--- src/hw/dma_req_pkg.sv ---
/*
  Constants for the per-channel DMA trigger block: register offsets,
  field positions, reset values and request source codes.
  Assumes a 32-bit APB master and peripheral request pulses on clk_sys.
*/
// What this block does
// - a software write of one to the force bit starts exactly one transfer while the channel is enabled.
// - with the force bit at zero only the selected peripheral request starts.
// - writing zero to the force bit does nothing; only hardware clears it.
// - the force bit clears when its transfer ends or the channel is disabled.
// - bits 14 to 8 of the request register read zero and ignore writes.
// - codes 00,01,02,05,06,07 select int 0, ic1, oc1, ic2, oc2, timer 2.
// - codes 25,26,19,1D,1C select ic3, ic4, oc3, oc4 and timer 5.
// - codes 21,1F,0D,22 select spi 2, uart 2 tx, uart 1 tx and can rx.
// - code 46 selects can tx, only on variants that have the can unit.
package dma_req_pkg;

  // register byte offsets
  localparam logic [11:0] request_select_offset = 12'h000;
  localparam logic [11:0] channel_control_offset = 12'h004;
  localparam logic [11:0] channel_status_offset = 12'h008;

  // field positions and reset values
  localparam int force_bit = 15;
  localparam int source_msb = 7;
  localparam int enable_bit = 0;
  localparam int busy_bit = 0;
  localparam int forced_busy_bit = 1;
  localparam int pending_bit = 2;
  localparam logic [7:0] source_reset = 8'h00;

  // number of peripheral request lines
  localparam int source_count = 16;

  // request source codes
  localparam logic [7:0] code_external_interrupt_zero = 8'h00;
  localparam logic [7:0] code_input_capture_one = 8'h01;
  localparam logic [7:0] code_output_compare_one = 8'h02;
  localparam logic [7:0] code_input_capture_two = 8'h05;
  localparam logic [7:0] code_output_compare_two = 8'h06;
  localparam logic [7:0] code_timer_two = 8'h07;
  localparam logic [7:0] code_first_uart_transmitter = 8'h0D;
  localparam logic [7:0] code_output_compare_three = 8'h19;
  localparam logic [7:0] code_timer_five = 8'h1C;
  localparam logic [7:0] code_output_compare_four = 8'h1D;
  localparam logic [7:0] code_second_uart_transmitter = 8'h1F;
  localparam logic [7:0] code_second_spi_unit = 8'h21;
  localparam logic [7:0] code_can_receive_ready = 8'h22;
  localparam logic [7:0] code_input_capture_three = 8'h25;
  localparam logic [7:0] code_input_capture_four = 8'h26;
  localparam logic [7:0] code_can_transmit_request = 8'h46;

  // channel sequencing states
  typedef enum logic [1:0] {
    st_idle = 2'b00,
    st_busy = 2'b01
  } chan_state_e;

endpackage

--- src/hw/dma_request_select_force.sv ---
/*
  Trigger logic of one DMA channel: request source select, manual force,
  channel enable and transfer start sequencing, with an APB register slave.
  Assumes peripheral requests and transfer_done are one-cycle pulses from
  logic on clk_sys; transfer_done follows every transfer_start.
  Variants without the can unit set has_can_controller_unit to zero; the
  can transmit code then selects nothing.
*/
`timescale 1ns/100ps
`default_nettype none

module dma_request_select_force #(
  parameter bit has_can_controller_unit = 1'b1
) (
  // clock and reset
  input  wire logic        clk_sys,
  input  wire logic        reset,
  // apb slave
  input  wire logic        psel,
  input  wire logic        penable,
  input  wire logic        pwrite,
  input  wire logic [11:0] paddr,
  input  wire logic [31:0] pwdata,
  output logic             pready,
  output logic [31:0]      prdata,
  output logic             pslverr,
  // peripheral requests, one line per source index
  input  wire logic [15:0] peripheral_request,
  // dma channel link
  input  wire logic        transfer_done,
  output logic             transfer_start,
  output logic             transfer_forced,
  output logic             channel_enable
);

  // software visible state
  logic [7:0]               request_source_select;
  logic                     force_trigger;
  logic                     force_started;
  logic                     pending_request;
  dma_req_pkg::chan_state_e state;
  dma_req_pkg::chan_state_e next_state;

  // bus decode
  logic apb_access;
  logic apb_write;
  logic hit_select;
  logic hit_control;
  logic hit_status;
  logic mapped;

  // trigger decode
  logic [4:0] source_index;
  logic       source_valid;
  logic       selected_request;
  logic       take_request;
  logic       take_force;
  logic       start_now;
  logic       done_now;
  logic       write_force_one;
  logic       force_clear_now;
  logic       force_set_now;

  // next values of the registers
  logic        next_force_trigger;
  logic        next_force_started;
  logic        next_pending_request;
  logic [31:0] next_prdata;

  // apb answer timing
  logic answer_due;

  // apb access phase, taken at the edge where pready is high
  // pready is registered, which gives every access exactly one wait state
  assign apb_access = psel && penable && pready;
  assign apb_write = apb_access && pwrite;
  assign hit_select = paddr == dma_req_pkg::request_select_offset;
  assign hit_control = paddr == dma_req_pkg::channel_control_offset;
  assign hit_status = paddr == dma_req_pkg::channel_status_offset;
  assign mapped = hit_select || hit_control || hit_status;
  // first access cycle: read data is gathered here, one edge ahead
  assign answer_due = psel && penable && !pready;

  // source code to request line index; unknown codes, and the can transmit
  // code on a variant without the can unit, select nothing, so a stray
  // value written by software can never start transfers
  always_comb begin
    source_index = 5'h00;
    source_valid = 1'b1;
    unique case (request_source_select)
      dma_req_pkg::code_external_interrupt_zero: source_index = 5'h00;
      dma_req_pkg::code_input_capture_one:       source_index = 5'h01;
      dma_req_pkg::code_output_compare_one:      source_index = 5'h02;
      dma_req_pkg::code_input_capture_two:       source_index = 5'h03;
      dma_req_pkg::code_output_compare_two:      source_index = 5'h04;
      dma_req_pkg::code_timer_two:               source_index = 5'h05;
      dma_req_pkg::code_input_capture_three:     source_index = 5'h06;
      dma_req_pkg::code_input_capture_four:      source_index = 5'h07;
      dma_req_pkg::code_output_compare_three:    source_index = 5'h08;
      dma_req_pkg::code_output_compare_four:     source_index = 5'h09;
      dma_req_pkg::code_timer_five:              source_index = 5'h0A;
      dma_req_pkg::code_second_spi_unit:         source_index = 5'h0B;
      dma_req_pkg::code_second_uart_transmitter: source_index = 5'h0C;
      dma_req_pkg::code_first_uart_transmitter:  source_index = 5'h0D;
      dma_req_pkg::code_can_receive_ready:       source_index = 5'h0E;
      dma_req_pkg::code_can_transmit_request: begin
        source_index = 5'h0F;
        source_valid = has_can_controller_unit;
      end
      default: source_valid = 1'b0;
    endcase
  end

  // selected request line; unknown codes never trigger
  assign selected_request = source_valid &&
                            peripheral_request[source_index[3:0]];

  // peripheral requests are not looked at while the force bit is set
  // automatic mode only
  assign take_request = channel_enable && !force_trigger && selected_request;
  assign take_force = channel_enable && force_trigger && !force_started;
  // end of the running transfer; a done seen while idle is ignored
  assign done_now = (state == dma_req_pkg::st_busy) && transfer_done;
  // a start comes only from idle, so each transfer_done pairs with one start
  // start one transfer each
  assign start_now = channel_enable && (state == dma_req_pkg::st_idle) &&
                     (take_force || (!force_trigger &&
                     (selected_request || pending_request)));
  // a written zero is never looked at
  // only a one sets it
  assign write_force_one = apb_write && hit_select &&
                           pwdata[dma_req_pkg::force_bit];

  // channel state sequencing; a disable drops the channel back to idle, so
  // a transfer that never reports its end cannot hang the trigger logic;
  // the busy state is left by transfer_done
  always_comb begin
    next_state = state;
    unique case (state)
      dma_req_pkg::st_idle: begin
        if (start_now) begin
          next_state = dma_req_pkg::st_busy;
        end
      end
      dma_req_pkg::st_busy: begin
        if (!channel_enable || transfer_done) begin
          next_state = dma_req_pkg::st_idle;
        end
      end
    endcase
  end

  // state register
  always_ff @(posedge clk_sys) begin
    if (reset) begin
      state <= dma_req_pkg::st_idle;
    end else begin
      state <= next_state;
    end
  end

  // request source field and channel enable; the source field may be
  // rewritten at any time and applies from the next request on, and a
  // request pending from the old source is still served
  always_ff @(posedge clk_sys) begin
    if (reset) begin
      request_source_select <= dma_req_pkg::source_reset;
      channel_enable <= 1'b0;
    end else begin
      if (apb_write && hit_select) begin
        request_source_select <= pwdata[dma_req_pkg::source_msb:0];
      end
      if (apb_write && hit_control) begin
        channel_enable <= pwdata[dma_req_pkg::enable_bit];
      end
    end
  end

  // the forced transfer has ended, or the channel has been switched off
  // hardware clear terms
  assign force_clear_now = !channel_enable ||
                           (done_now && transfer_forced);
  // a set that meets the hardware clear wins, so a one written on the last
  // cycle of a forced transfer still forces the next one; a one written
  // while a forced transfer is under way is not a second request
  // set by a one
  assign force_set_now = write_force_one &&
                         (!force_trigger || force_clear_now);

  // next force bit and its started marker
  always_comb begin
    next_force_trigger = force_trigger;
    next_force_started = force_started;
    if (force_set_now) begin
      next_force_trigger = 1'b1;
      next_force_started = 1'b0;
    end else if (force_clear_now) begin
      next_force_trigger = 1'b0;
      next_force_started = 1'b0;
    end else if (take_force && start_now) begin
      next_force_started = 1'b1;
    end
  end

  // force bit register; the started marker keeps a set force bit from
  // launching a second transfer while the first one is still running
  always_ff @(posedge clk_sys) begin
    if (reset) begin
      force_trigger <= 1'b0;
      force_started <= 1'b0;
    end else begin
      force_trigger <= next_force_trigger;
      force_started <= next_force_started;
    end
  end

  // next held request; one request seen while busy is kept so that it is
  // not lost, further ones collapse into it; a force or a disable drops it
  always_comb begin
    next_pending_request = pending_request;
    if (!channel_enable || force_trigger) begin
      next_pending_request = 1'b0;
    end else if (take_request && !start_now) begin
      next_pending_request = 1'b1;
    end else if (start_now) begin
      next_pending_request = 1'b0;
    end
  end

  // held request register
  always_ff @(posedge clk_sys) begin
    if (reset) begin
      pending_request <= 1'b0;
    end else begin
      pending_request <= next_pending_request;
    end
  end

  // start pulse towards the channel, one cycle per accepted request;
  // the channel takes this pulse as its start command
  always_ff @(posedge clk_sys) begin
    if (reset) begin
      transfer_start <= 1'b0;
    end else begin
      transfer_start <= start_now;
    end
  end

  // forced marker: stands from a forced start until that transfer ends or
  // the channel is switched off, so the force clear can rely on it
  always_ff @(posedge clk_sys) begin
    if (reset) begin
      transfer_forced <= 1'b0;
    end else if (start_now) begin
      transfer_forced <= take_force;
    end else if (done_now || !channel_enable) begin
      transfer_forced <= 1'b0;
    end
  end

  // read data gathered in the first access cycle, zero elsewhere; reads
  // have no side effects, so the status word may be read at any time
  always_comb begin
    next_prdata = 32'h0000_0000;
    if (answer_due && !pwrite) begin
      if (hit_select) begin
        next_prdata[dma_req_pkg::force_bit] = force_trigger;
        next_prdata[dma_req_pkg::source_msb:0] = request_source_select;
      end
      if (hit_control) begin
        next_prdata[dma_req_pkg::enable_bit] = channel_enable;
      end
      if (hit_status) begin
        next_prdata[dma_req_pkg::busy_bit] = state == dma_req_pkg::st_busy;
        next_prdata[dma_req_pkg::forced_busy_bit] = transfer_forced;
        next_prdata[dma_req_pkg::pending_bit] = pending_request;
      end
    end
  end

  // apb answer: one wait state, then pready, pslverr and data for a cycle;
  // an unmapped address answers with pslverr and reads zero, and a write
  // to it changes nothing
  always_ff @(posedge clk_sys) begin
    if (reset) begin
      pready <= 1'b0;
      pslverr <= 1'b0;
      prdata <= 32'h0000_0000;
    end else begin
      pready <= answer_due;
      pslverr <= answer_due && !mapped;
      prdata <= next_prdata;
    end
  end

endmodule

`default_nettype wire

--- config.mk ---
export PLATFORM = sky130hd
export DESIGN_NAME = dma_request_select_force
export DESIGN_NICKNAME = d
export VERILOG_FILES = /design/src/hw/dma_req_pkg.sv /design/src/hw/dma_request_select_force.sv
export SDC_FILE = /design/constraint.sdc
export NUM_CORES = 1
export LEC_CHECK = 0
export ABC_AREA = 1
export BUFFER_PORTS_ARGS = -buffer_cell sky130_fd_sc_hd__buf_2
export CAP_MARGIN = 15
export CELL_PAD_IN_SITES_DETAIL_PLACEMENT = 0
export CELL_PAD_IN_SITES_GLOBAL_PLACEMENT = 1
export CORE_MARGIN = 2
export CORE_UTILIZATION = 28
export DETAILED_ROUTE_END_ITERATION = 16
export PLACE_DENSITY_LB_ADDON = 0.1
export SETUP_SLACK_MARGIN = 0.3
export SLEW_MARGIN = 20
export SYNTH_ARGS = -nofsm -noshare
export SYNTH_HDL_FRONTEND = slang
export SYNTH_SLANG_ARGS = --single-unit
--- constraint.sdc ---
create_clock -name clk_sys -period 2.3 [get_ports clk_sys]
set_clock_uncertainty 0.1 [all_clocks]
set_input_delay 0.69 -clock clk_sys [delete_from_list [all_inputs] [get_ports clk_sys]]
set_output_delay 0.69 -clock clk_sys [all_outputs]
set_load 0.01 [all_outputs]
### Yosys cells after proc, flatten, opt, wreduce, memory -nomap -nowiden

Cells that the tools add are included.

| word-level totals | value |
|---|---|
| bits in registers | 50 |
| input bits | 66 |
| output and inout port bits | 37 |
| logic and storage cells | 102 |

| cells by class | value |
|---|---|
| magnitude comparators | 1 |
| equal/unequal tests | 20 |
| muxes and demuxes | 16 |
| bitwise gates (word level) | 2 |
| reductions and logical operators | 50 |

Operators with widths:

| kind | number |
|---|---|
| $pmux 4 s15 | 1 |
| $eq 8x5->1 const B | 4 |
| $eq 8x6->1 const B | 4 |
| $eq 8x3->1 const B | 3 |
| $logic_and 1x1->1 | 22 |
| $reduce_or 16->1 | 1 |
| $eq 12x3->1 const B | 1 |
| $eq 12x4->1 const B | 1 |
| $logic_not 12->1 | 1 |
| $logic_or 1x1->1 | 9 |
| $mux 1 | 9 |
| $eq 8x1->1 const B | 1 |
| $eq 8x2->1 const B | 1 |
| $eq 8x4->1 const B | 1 |
| $eq 8x7->1 const B | 1 |
| $logic_not 8->1 | 1 |
| $mux 8 | 1 |
| $logic_not 1->1 | 7 |
| $reduce_bool 2->1 | 3 |
| $reduce_or 3->1 | 2 |
| $lt 4x5->1 const B | 1 |
| $bmux 1 s4 | 1 |
| $mux 2 | 2 |
| $pmux 2 s2 | 1 |
| 8 further kinds | 10 |

### Longest topological paths before layout

Gate-level depths: netlist of the first run.

| depth | value |
|---|---|
| depth after elaboration | 12 |
| gate-level depth with buffers | 19 |
| gate-level depth less buffers | 19 |

### Worst setup path after synthesis of the first run

OpenSTA, ideal clock, no wires.

| timing path | value |
|---|---|
| kind | input-to-reg |
| start point | input port paddr[5] |
| end point | register request_source_select[4] |
| library setup time | 0.128 ns |
| arrival | 1.730 ns |
| data required time | 2.072 ns |
| path slack | 0.342 ns |
| stages on the path | 9 |
| buffers on the path | 1 |
| path through | nor4_1 > nand2_1 > inv_1 > nand2_1 > nor2_1 > inv_1 > clkbuf_1 > o21ai_0 > a21oi_1 |

| on the way | value |
|---|---|
| word-level cells in the longest chain between the ends | 2 |

Ends and longest elaborated chain:

| element | RTL line | RTL |
|---|---|---|
| start: declaration | dma_request_select_force.sv:22 | `input wire logic [11:0] paddr,` |
| $logic_not 12->1 | dma_request_select_force.sv:77 | `assign hit_select = paddr == dma_req_pkg::request_select_offset;` |
| $logic_and 1x1->1 | dma_request_select_force.sv:170 | `if (apb_write && hit_select) begin` |
| end signal: assignment | dma_request_select_force.sv:167 | `request_source_select <= dma_req_pkg::source_reset;` |
| end signal: assignment | dma_request_select_force.sv:171 | `request_source_select <= pwdata[dma_req_pkg::source_msb:0];` |
| end: declaration | dma_request_select_force.sv:37 | `logic [7:0] request_source_select;` |

Every way passes these cells.
A chain may end at the register's enable or synchronous reset.

### Worst setup path after layout of the first run

| timing path | value |
|---|---|
| start point | register request_source_select[4] |
| end point | register transfer_forced |

| on the way | value |
|---|---|
| word-level cells in the longest chain between the ends | 10 |
| elaborated cells on any way between the ends | 28 |
| classes of those cells | 15 x eq/ne; 5 x mux; 8 x reduce/logical |

Ends and longest elaborated chain:

| element | RTL line | RTL |
|---|---|---|
| $eq 8x7->1, or another cell as far along | dma_request_select_force.sv:90 | `unique case (request_source_select)` |
| $pmux 4 s15 | dma_request_select_force.sv:90 |  |
| $bmux 1 s4 | dma_request_select_force.sv:116 | `peripheral_request[source_index[3:0]];` |
| $mux 1 (implied by the code) | dma_request_select_force.sv:116 |  |
| $logic_and 1x1->1 (*) | dma_request_select_force.sv:115 | `assign selected_request = source_valid &&` |
| $logic_or 1x1->1 (*) | dma_request_select_force.sv:128 | `(selected_request \|\| pending_request)));` |
| $logic_and 1x1->1 (*) | dma_request_select_force.sv:127 | `(take_force \|\| (!force_trigger &&` |
| $logic_or 1x1->1 (*) | dma_request_select_force.sv:127 |  |
| $logic_and 1x1->1 (*) | dma_request_select_force.sv:126 | `assign start_now = channel_enable && (state == dma_req_pkg::st_idle) &&` |
| $mux 1 / $reduce_bool 2->1 (equally long branches) | - |  |
| end signal: assignment | dma_request_select_force.sv:255 | `transfer_forced <= take_force;` |
| end: declaration | dma_request_select_force.sv:32 | `output logic transfer_forced,` |

Every way passes the cells marked *; elsewhere a longest branch is shown, timed or not. The select of a mux whose other input is x is not followed.

==> out/metrics.cfg, run 1 <==
[status]
status=finished, final reports clean

[setup_path]
timing.rr.start=request_source_select[4]$_SDFFE_PP0P_
startpoint=request_source_select[4]$_SDFFE_PP0P_
worst_setup_path_end_kind=register
endpoint=transfer_forced$_SDFFE_PP0P_
cp-start-kind=register
critPathArrivalTime_ns=2.15
r2r_end=transfer_forced$_SDFFE_PP0P_
reg2reg_depth=18
reg2reg_slack_ns=0.22
cp.required_ns=2.37
critical_path_class=reg2reg
crit_fanout=8

[route]
drtIter0Drc=72
viasPerCell=4.410
wl_um=4397
post_drt_wl_per_cell_um=11.05
vias=1755
ant_nets=0
drcViolationCount=0
dr.pass1.iters=4

[floorplanning]
num_rows=28
die_area_mm2=0.006722
die_x_um=81.99
io-pin-count=103
dieHeight_um=81.99
core_area_mm2=0.005886
initial_utilization_pct=28.93

[clock_network]
insertion_delay_ns=0.27
clk_path_buf_depth=2
numCtsBuffers=3
tritoncts=yes
clk_pin_slew_worst_paths_ns=0.09
h-tree-depth=1
root_buffer=clkbuf_8
hold_buffers=0
clock-sinks=26

[power_and_ir_drop]
power_density_mw_per_mm2=346.4
p_leak_nw=1.207
power.internal_mw=0.6426
peakVddDrop_mv=0.1851
power_frac_comb_pct=10.8
switching_power_mw=0.1926
swShare_pct=23.06
seq_power_share_pct=53.9
clockPowerShare_pct=35.3

[grt]
gr-usage-all-layers_pct=13.84
grt_pass1_vias=1626
grt_max_degree=17
antenna_found_initial=0
grt_pass1_wl_um=7245
grt.overflow.total=0

[synthesis]
synth_top_area_share_pct=30.57
ys_ff_latch=26
synth_xor_area_share_pct=0
synth_area_leaders=dfxtp_1, buf_4, nand2_1
synthAdderAreaFrac_pct=0
synth-edff-count=0
synth_area_leader_cell=dfxtp_1
synth_compound_gate_area_share_pct=9.184
syn_inst=250
yosys-mux-area-fraction_pct=0
synthFlopType=dfxtp_1
synth_cell_types=26
synth_common_cells=nand2_1, nor2_1, dfxtp_1, nand3_1, buf_4
yosysMostFrequentCell=nand2_1
synthSimpleGateAreaFrac_pct=41.95
ys_async_sr_fraction_pct=0
synth_top_family_by_area=simple AND/OR/NAND/NOR gates
synth_area_mm2=0.001703
ys.warnings.count=0
avgSynthCellArea_um2=6.812
seq_area_frac_synth_pct=30.57

[placed_design]
place_area_mm2=0.002009
hpwl_um=3431
port-buffer-count=56
gp_congestion=0.7720

[sta]
hold_violations=0
fin_crit_sh_pct=90.48
timing.hold.ws_ns=0.3740
min_period_ns=2.081
grt_setup_unrepaired=true
finalMaxSlewViolations=0
max_freq_ghz=0.4805
setup_violations=0
setup_tns_ns=0

[final_layout]
layout-drive-gt1-share_pct=48.92
stdcell_area_mm2=0.002411
diodes=0
num-nets-final=390
area_delta_synth_final_pct=41.59
nFillCells=649

[min_path]
hold_path_class=reg2reg

[run]
max_cap_viol_count=0

-- cell type report --
class	count	area, um2	area share (%)
Multi-Input combinational cell	193	1197	49.66
Sequential cell	26	533.0	22.11
Timing Repair Buffer	70	414.1	17.18
Inverter	30	117.6	4.878
Tap cell	75	93.84	3.892
Clock buffer	4	55.05	2.283
-- flip-flops by register name, indices dropped and copies added, names as in the netlist --
signal / cells
channel_enable: 1
force_started: 1
force_trigger: 1
pending_request: 1
prdata: 9
pready: 1
pslverr: 1
request_source_select: 8
state: 1
transfer_forced: 1
transfer_start: 1
-- routing by layer --
metal,vias up,global-route usage [%],wire length [um],share of wire [%]
met2,34,23.01,2200,50
met1,811,18.60,2028,46
met4,0,2.167,8,0.18
li1,908,-,-,-
met5,-,0,0,0
met3,2,3.077,159,3.6
-- critical path, stage by stage (launching register included) --
cell and delay, ns:
dfxtp_2 0.33, inv_2 0.08, nand2_2 0.08, nor2_4 0.23, nand2_2 0.11, nand2_4 0.13
nor2_8 0.06, nand2_8 0.11, nand2_2 0.06, nand3_2 0.06, nand2_2 0.06, nand2_2 0.05
nand3_2 0.07, nand3_2 0.08, nand2_2 0.06, nand2_2 0.09, nand2_4 0.06, a21oi_2 0.13
nor2_1 0.05
-- worst min path at each step --
stage                                          start  cells after the start                    to
4_1_cts                            pready$_SDFF_PP0_                      1     pready$_SDFF_PP0_
2_1_floorplan  request_source_select[7]$_SDFFE_PP0P_                      2  prdata[7]$_SDFF_PP0_
3_5_place_dp                       pready$_SDFF_PP0_                      1     pready$_SDFF_PP0_
5_1_grt                            pready$_SDFF_PP0_                      1     pready$_SDFF_PP0_
6_report                           pready$_SDFF_PP0_                      1     pready$_SDFF_PP0_
3_3_place_gp   request_source_select[6]$_SDFFE_PP0P_                      2  prdata[6]$_SDFF_PP0_
-- per-stage QoR --
stage,total power [mW],std cells,util [%],worst slack (ns)
finish,0.8352,398,40.97,0.2189
global route,0.8824,398,40.97,0.04324
CTS,0.8501,396,39.41,0.2284
detailed placement,0.5474,384,34.14,0.03163
global placement,0.5471,384,34.14,0.03713
floorplan,0.5352,272,-,0.3424
-- cells in the final DEF, fill, tap and decap left out, drive strengths merged, types with 4 or more instances in the layout --
cell type   n
buf        70
nand2      61
nor2       40
inv        30
nand3      28
dfxtp      26
conb       23
a21oi      12
o21ai      12
nor3        4
clkbuf      4
-- repair_timing --
| action | 4_1_cts | 5_1_grt |
|---|---|---|
| setup endpoints to repair | 3 | 11 |
| gates resized for setup | 46 | 24 |
| gates cloned | 2 | 0 |
| setup buffers | 6 | 2 |
| pin swaps | 21 | 19 |
-- kinds of logic after synthesis --
family / after synthesis
other: 1
AOI/OAI and AO/OA: 29
buffers and inverters: 55
and+or+nand+nor: 139
DFF: 26
-- power by group through the flow --
stage / sequential [mW] / combinational (mW) / clock, mW
2_1_floorplan: 0.463 / 0.0721 / 0
3_3_place_gp: 0.462 / 0.0847 / 0
3_5_place_dp: 0.462 / 0.0851 / 0
4_1_cts: 0.451 / 0.0883 / 0.311
5_1_grt: 0.451 / 0.103 / 0.329
6_report: 0.450 / 0.0904 / 0.294
Note: power is estimated with default switching activity, not from simulation.
==> run 2: changes to the inputs <==
- CELL_PAD_IN_SITES_DETAIL_PLACEMENT: 0 -> default
- CELL_PAD_IN_SITES_GLOBAL_PLACEMENT: 1 -> default
- CORE_UTILIZATION: 28 -> 45
- PLACE_DENSITY: default -> 0.83
- PLACE_DENSITY_LB_ADDON: 0.1 -> default
- RECOVER_POWER: default -> 100
- clock period: 2.3 -> 2.4 ns (I/O delays scaled with it)
==> run 2 against run 1 <==
Against the previous run: die area fell by 36%; sequential cell count unchanged; setup slack improved by 0.010 ns; maximum frequency fell by 4.1%; combinational power shrank 6.7%; clock-buffer cell count unchanged; register-to-register slack barely moved; sequential share of layout area increased by 2.0 points.
==> out/metrics.cfg, run 2 (same netlist as run 1, synthesis figures left out) <==
[grt]
grt_max_degree=17
antenna_found_initial=0
grt_pass1_wl_um=5858
grt.overflow.total=0
grt_pass1_vias=1428
gr-usage-all-layers_pct=17.09

[sta]
hold_violations=0
setup_tns_ns=0
grt_setup_unrepaired=true
min_period_ns=2.171
max_freq_ghz=0.4606
finalMaxSlewViolations=0
setup_violations=0
timing.hold.ws_ns=0.3719
fin_crit_sh_pct=90.46

[placed_design]
place_area_mm2=0.001931
port-buffer-count=56
gp_congestion=0.8647
placed_cells=351
hpwl_um=2896

[route]
viasPerCell=4.936
drcViolationCount=0
dr.pass1.iters=4
vias=1787
wl_um=4276
drtIter0Drc=87
ant_nets=0
post_drt_wl_per_cell_um=11.81

[clock_network]
numCtsBuffers=3
clock-sinks=26
tritoncts=yes
h-tree-depth=1
insertion_delay_ns=0.27
clk_path_buf_depth=2
root_buffer=clkbuf_8
clk_pin_slew_worst_paths_ns=0.09

[setup_path]
cp-start-kind=register
max_stage_delay_ns=0.39
critical_path_class=reg2reg
cp_top_family=simple AND/OR/NAND/NOR gates
critPathArrivalTime_ns=2.25
cpMostUsedCell=nand2_2
slowest_stage=dfxtp_2
cp.required_ns=2.48
crit_fanout=8
crit_buf_inv=1
path_cells=inv_2 -> nand2_2 -> nor2_4 -> nand2_2 -> nand2_4 -> nor2_4 -> nand2_8 -> nand2_2 -> nand3_1 -> nand2_1 -> nand2_1 -> nand3_2 -> nand3_2 -> nand2_2 -> nand2_4 -> nand2_4 -> nand3_2 -> nand2_1 -> nor2_1
worst_setup_path_end_kind=register

[status]
status=finished, final reports clean

[final_layout]
stdcell_area_mm2=0.002216
fin_util_pct=60.53
regArea_um2=534.3
final_common_cell=buf_2
largest_register_ffs=9
top_regs=prdata (9), request_source_select (8)
fin_cells=362
multi_input_area_mm2=0.001145
num-nets-final=381
mostFrequentLayoutCells=buf_2, nand2_1, nor2_1
diodes=0
area_delta_synth_final_pct=30.13
nFillCells=349
layout-drive-gt1-share_pct=38.54
registers.top_by_ff_count=prdata

[power_and_ir_drop]
power_density_mw_per_mm2=359.7
peakVddDrop_mv=0.2996
p_leak_nw=1.064

[floorplanning]
num_rows=22
io-pin-count=103
dieHeight_um=65.52
initial_utilization_pct=46.51
core_area_mm2=0.003661
die_area_mm2=0.004292
die_x_um=65.52

[run]
max_cap_viol_count=0

[min_path]
hold_path_class=reg2reg

[run 2: changes by cell type in the layout (fill, tap and decap cells not counted), sizes merged]
cell | previous run | this run
buf | 70 | 46
clkbuf | 4 | 19
[run 2: metal layers]
layer  up-vias  track usage, %  wire length, um
met1       828           20.76             1740
met4         0           4.688               73
met5         -               0                0
li1        890               -                -
met2        57           30.36             2252
met3        12           3.596              210
[run 2: layout make-up]
cell class / count / share of cell area [%]
multi-input combinational: 193 / 51.67
sequential: 26 / 24.11
timing repair buffer: 61 / 13.50
inverter: 30 / 5.534
tap: 48 / 2.710
clock buffer: 4 / 2.484
[run 2: path summary, 6_finish.rpt]
path	to	startpoint	cells after the start	slack (ns)
min	pready$_SDFF_PP0_	pready$_SDFF_PP0_	1	0.37
min reg2reg	pready$_SDFF_PP0_	pready$_SDFF_PP0_	1	0.37
max	transfer_forced$_SDFFE_PP0P_	request_source_select[2]$_SDFFE_PP0P_	19	0.23
max reg2reg	transfer_forced$_SDFFE_PP0P_	request_source_select[2]$_SDFFE_PP0P_	19	0.23
[run 2: what timing repair did]
item	4_1_cts	5_1_grt
pin swaps	1	18
buffers inserted	0	5
gates resized for setup	5	54
setup endpoints to repair	2	11
gates cloned	0	2
hold buffers	0	0
[run 2: through the flow]
| step | power, mW | setup slack (ns) |
|---|---|---|
| after floorplan | 0.5129 | 0.4124 |
| after global placement | 0.5210 | 0.1981 |
| after detailed placement | 0.5221 | 0.1258 |
| after CTS | 0.7903 | 0.3190 |
| after global routing | 0.8238 | 0.07951 |
| final | 0.7970 | 0.2289 |
[run 2: worst reg2reg max path, delay by kind of cell, from the launching register on]
kind	cells	cell delay [ns]
flip-flops	1	0.39
buffers and inverters	1	0.07
AND/OR/NAND/NOR	18	1.53
[run 2: power breakdown]
group	total, mW	leakage, nW	internal (mW)	switching [mW]
clock	0.282	0.0288	0.147	0.135
sequential	0.431	0.214	0.430	0.000618
combinational	0.0843	0.822	0.0362	0.0481
total	0.797	1.06	0.613	0.184
==> run 3: changes to the inputs <==
- SETUP_SLACK_MARGIN: 0.3 -> 0.02
==> run 3 against run 2 <==
Against the previous run: combinational power shrank 5.8%; power decreased by 1.6%; register-to-register slack gained 0.04 ns; clock-buffer cell count did not move; cell count shrank 1.9%; critical path type unchanged.
==> out/metrics.cfg, run 3 (same netlist as run 1, synthesis figures left out) <==
[status]
status=finished, final reports clean

[setup_path]
cp.required_ns=2.46
critical_path_class=reg2reg
cp-start-kind=register
r2r_end=transfer_forced$_SDFFE_PP0P_
reg2reg_depth=17
critPathArrivalTime_ns=2.20
timing.rr.start=request_source_select[0]$_SDFFE_PP0P_
worst_setup_path_end_kind=register
path_cells=inv_2 -> nand2_2 -> nor2_1 -> o21ai_1 -> nand2_1 -> nor2_1 -> nand3_1 -> nand2_1 -> nand2_1 -> nand3_2 -> nand3_2 -> nand2_2 -> nand2_2 -> nand2_2 -> nand3_1 -> nand2_1 -> nor2_1
reg2reg_slack_ns=0.27
slowest_stage=dfxtp_1
max_stage_delay_ns=0.47
crit_fanout=5

[route]
dr.pass1.iters=4
post_drt_wl_per_cell_um=9.980
wl_um=3543
drcViolationCount=0
ant_nets=0
drtIter0Drc=73
viasPerCell=4.713
vias=1673

[final_layout]
stdcell_area_mm2=0.001969
largest_register_ffs=9
layout-drive-gt1-share_pct=27.04
area_delta_synth_final_pct=15.65
final_common_cell=nand2_1
mostFrequentLayoutCells=nand2_1, buf_2, nor2_1
num-nets-final=374
registers.top_by_ff_count=prdata
diodes=0
top_regs=prdata (9), request_source_select (8)

[floorplanning]
num_rows=22
die_x_um=65.52
die_area_mm2=0.004292
initial_utilization_pct=46.51
core_area_mm2=0.003661
io-pin-count=103
dieHeight_um=65.52

[sta]
setup_violations=0
setup_tns_ns=0
hold_violations=0
finalMaxSlewViolations=0
fin_crit_sh_pct=88.94
grt_setup_unrepaired=false
min_period_ns=2.135
max_freq_ghz=0.4685

[power_and_ir_drop]
peakVddDrop_mv=0.3229
p_leak_nw=0.9818
power_mw=0.7841
power_density_mw_per_mm2=398.1

[grt]
gr-usage-all-layers_pct=16.91
antenna_found_initial=0
grt_pass1_vias=1418
grt.overflow.total=0
grt_pass1_wl_um=5796
grt_max_degree=17

[min_path]
whs_path_depth=1
whs_endpoint=pready$_SDFF_PP0_
hold_path_class=reg2reg
hp-start=pready$_SDFF_PP0_

[clock_network]
tritoncts=yes
clk_path_buf_depth=2
h-tree-depth=1
root_buffer=clkbuf_8
clk_pin_slew_worst_paths_ns=0.08
clock-sinks=26
insertion_delay_ns=0.26
hold_buffers=0
numCtsBuffers=3

[placed_design]
gp_congestion=0.8647
place_area_mm2=0.001931
port-buffer-count=56
hpwl_um=2896

[run]
max_cap_viol_count=0

run 3: changes by cell type in the layout (fill, tap and decap cells not counted), moves of 3 or more:
cell     change
inv_2        +3
nand3_2      -3
inv_4        -4
nand3_1      +3
buf_4        -5
dfxtp_1      +7
nor2_4      -10
nand2_1     +15
dfxtp_2      -5
nand2_4      -8
nand2_2      -5
nor2_2       +5
run 3: critical path: cells and delay by family, from the launching register on:
family                 cells  cell delay [ns]
and+or+nand+nor           15             1.22
buffers and inverters      1             0.08
AOI/OAI and AO/OA          1             0.16
DFF                        1             0.47
run 3: worst max path at each step:
stage,from,to,cells past startpoint
2_1_floorplan,paddr[5],request_source_select[4]$_SDFFE_PP0P_,9
3_3_place_gp,paddr[5],request_source_select[7]$_SDFFE_PP0P_,9
3_5_place_dp,paddr[5],request_source_select[1]$_SDFFE_PP0P_,9
4_1_cts,request_source_select[0]$_SDFFE_PP0P_,transfer_forced$_SDFFE_PP0P_,17
5_1_grt,request_source_select[5]$_SDFFE_PP0P_,transfer_forced$_SDFFE_PP0P_,18
6_report,request_source_select[0]$_SDFFE_PP0P_,transfer_forced$_SDFFE_PP0P_,17
run 3: where the power goes:
part / switching, mW / internal (mW) / total (mW)
Combinational: 0.0450 / 0.0344 / 0.0794
Sequential: 0.000617 / 0.432 / 0.433
Clock: 0.125 / 0.146 / 0.272
Total: 0.171 / 0.613 / 0.784
run 3: routing by layer:
layer,track usage (%),part of all wire [%],wire length (um)
met5,0,0,0
met2,29.72,51,1802
met3,3.596,5.8,205
met1,20.76,42,1479
met4,4.688,1.6,56
run 3: what timing repair did:
item / 4_1_cts / 5_1_grt
setup buffers: 0 / 0
setup endpoints to repair: 0 / 1
resized for setup: 0 / 1
run 3: through the flow:
step / utilization, % / std cells / hold slack, ns / worst slack (ns)
after detailed placement: 52.73 / 351 / 0.3530 / 0.1258
after global placement: 52.73 / 351 / 0.3464 / 0.1981
after CTS: 54.24 / 355 / 0.3651 / 0.2402
final: 53.79 / 355 / 0.3700 / 0.2654
after global routing: 53.79 / 355 / 0.4020 / 0.02473
after floorplan: - / 272 / 0.3416 / 0.4124
run 3: layout make-up:
type	instances	area, um2
Tap cell	48	60.06
Timing Repair Buffer	56	261.5
Inverter	30	112.6
Fill cell	381	1692
Clock buffer	4	55.05
Multi-Input combinational cell	191	959.7
Sequential cell	26	520.5
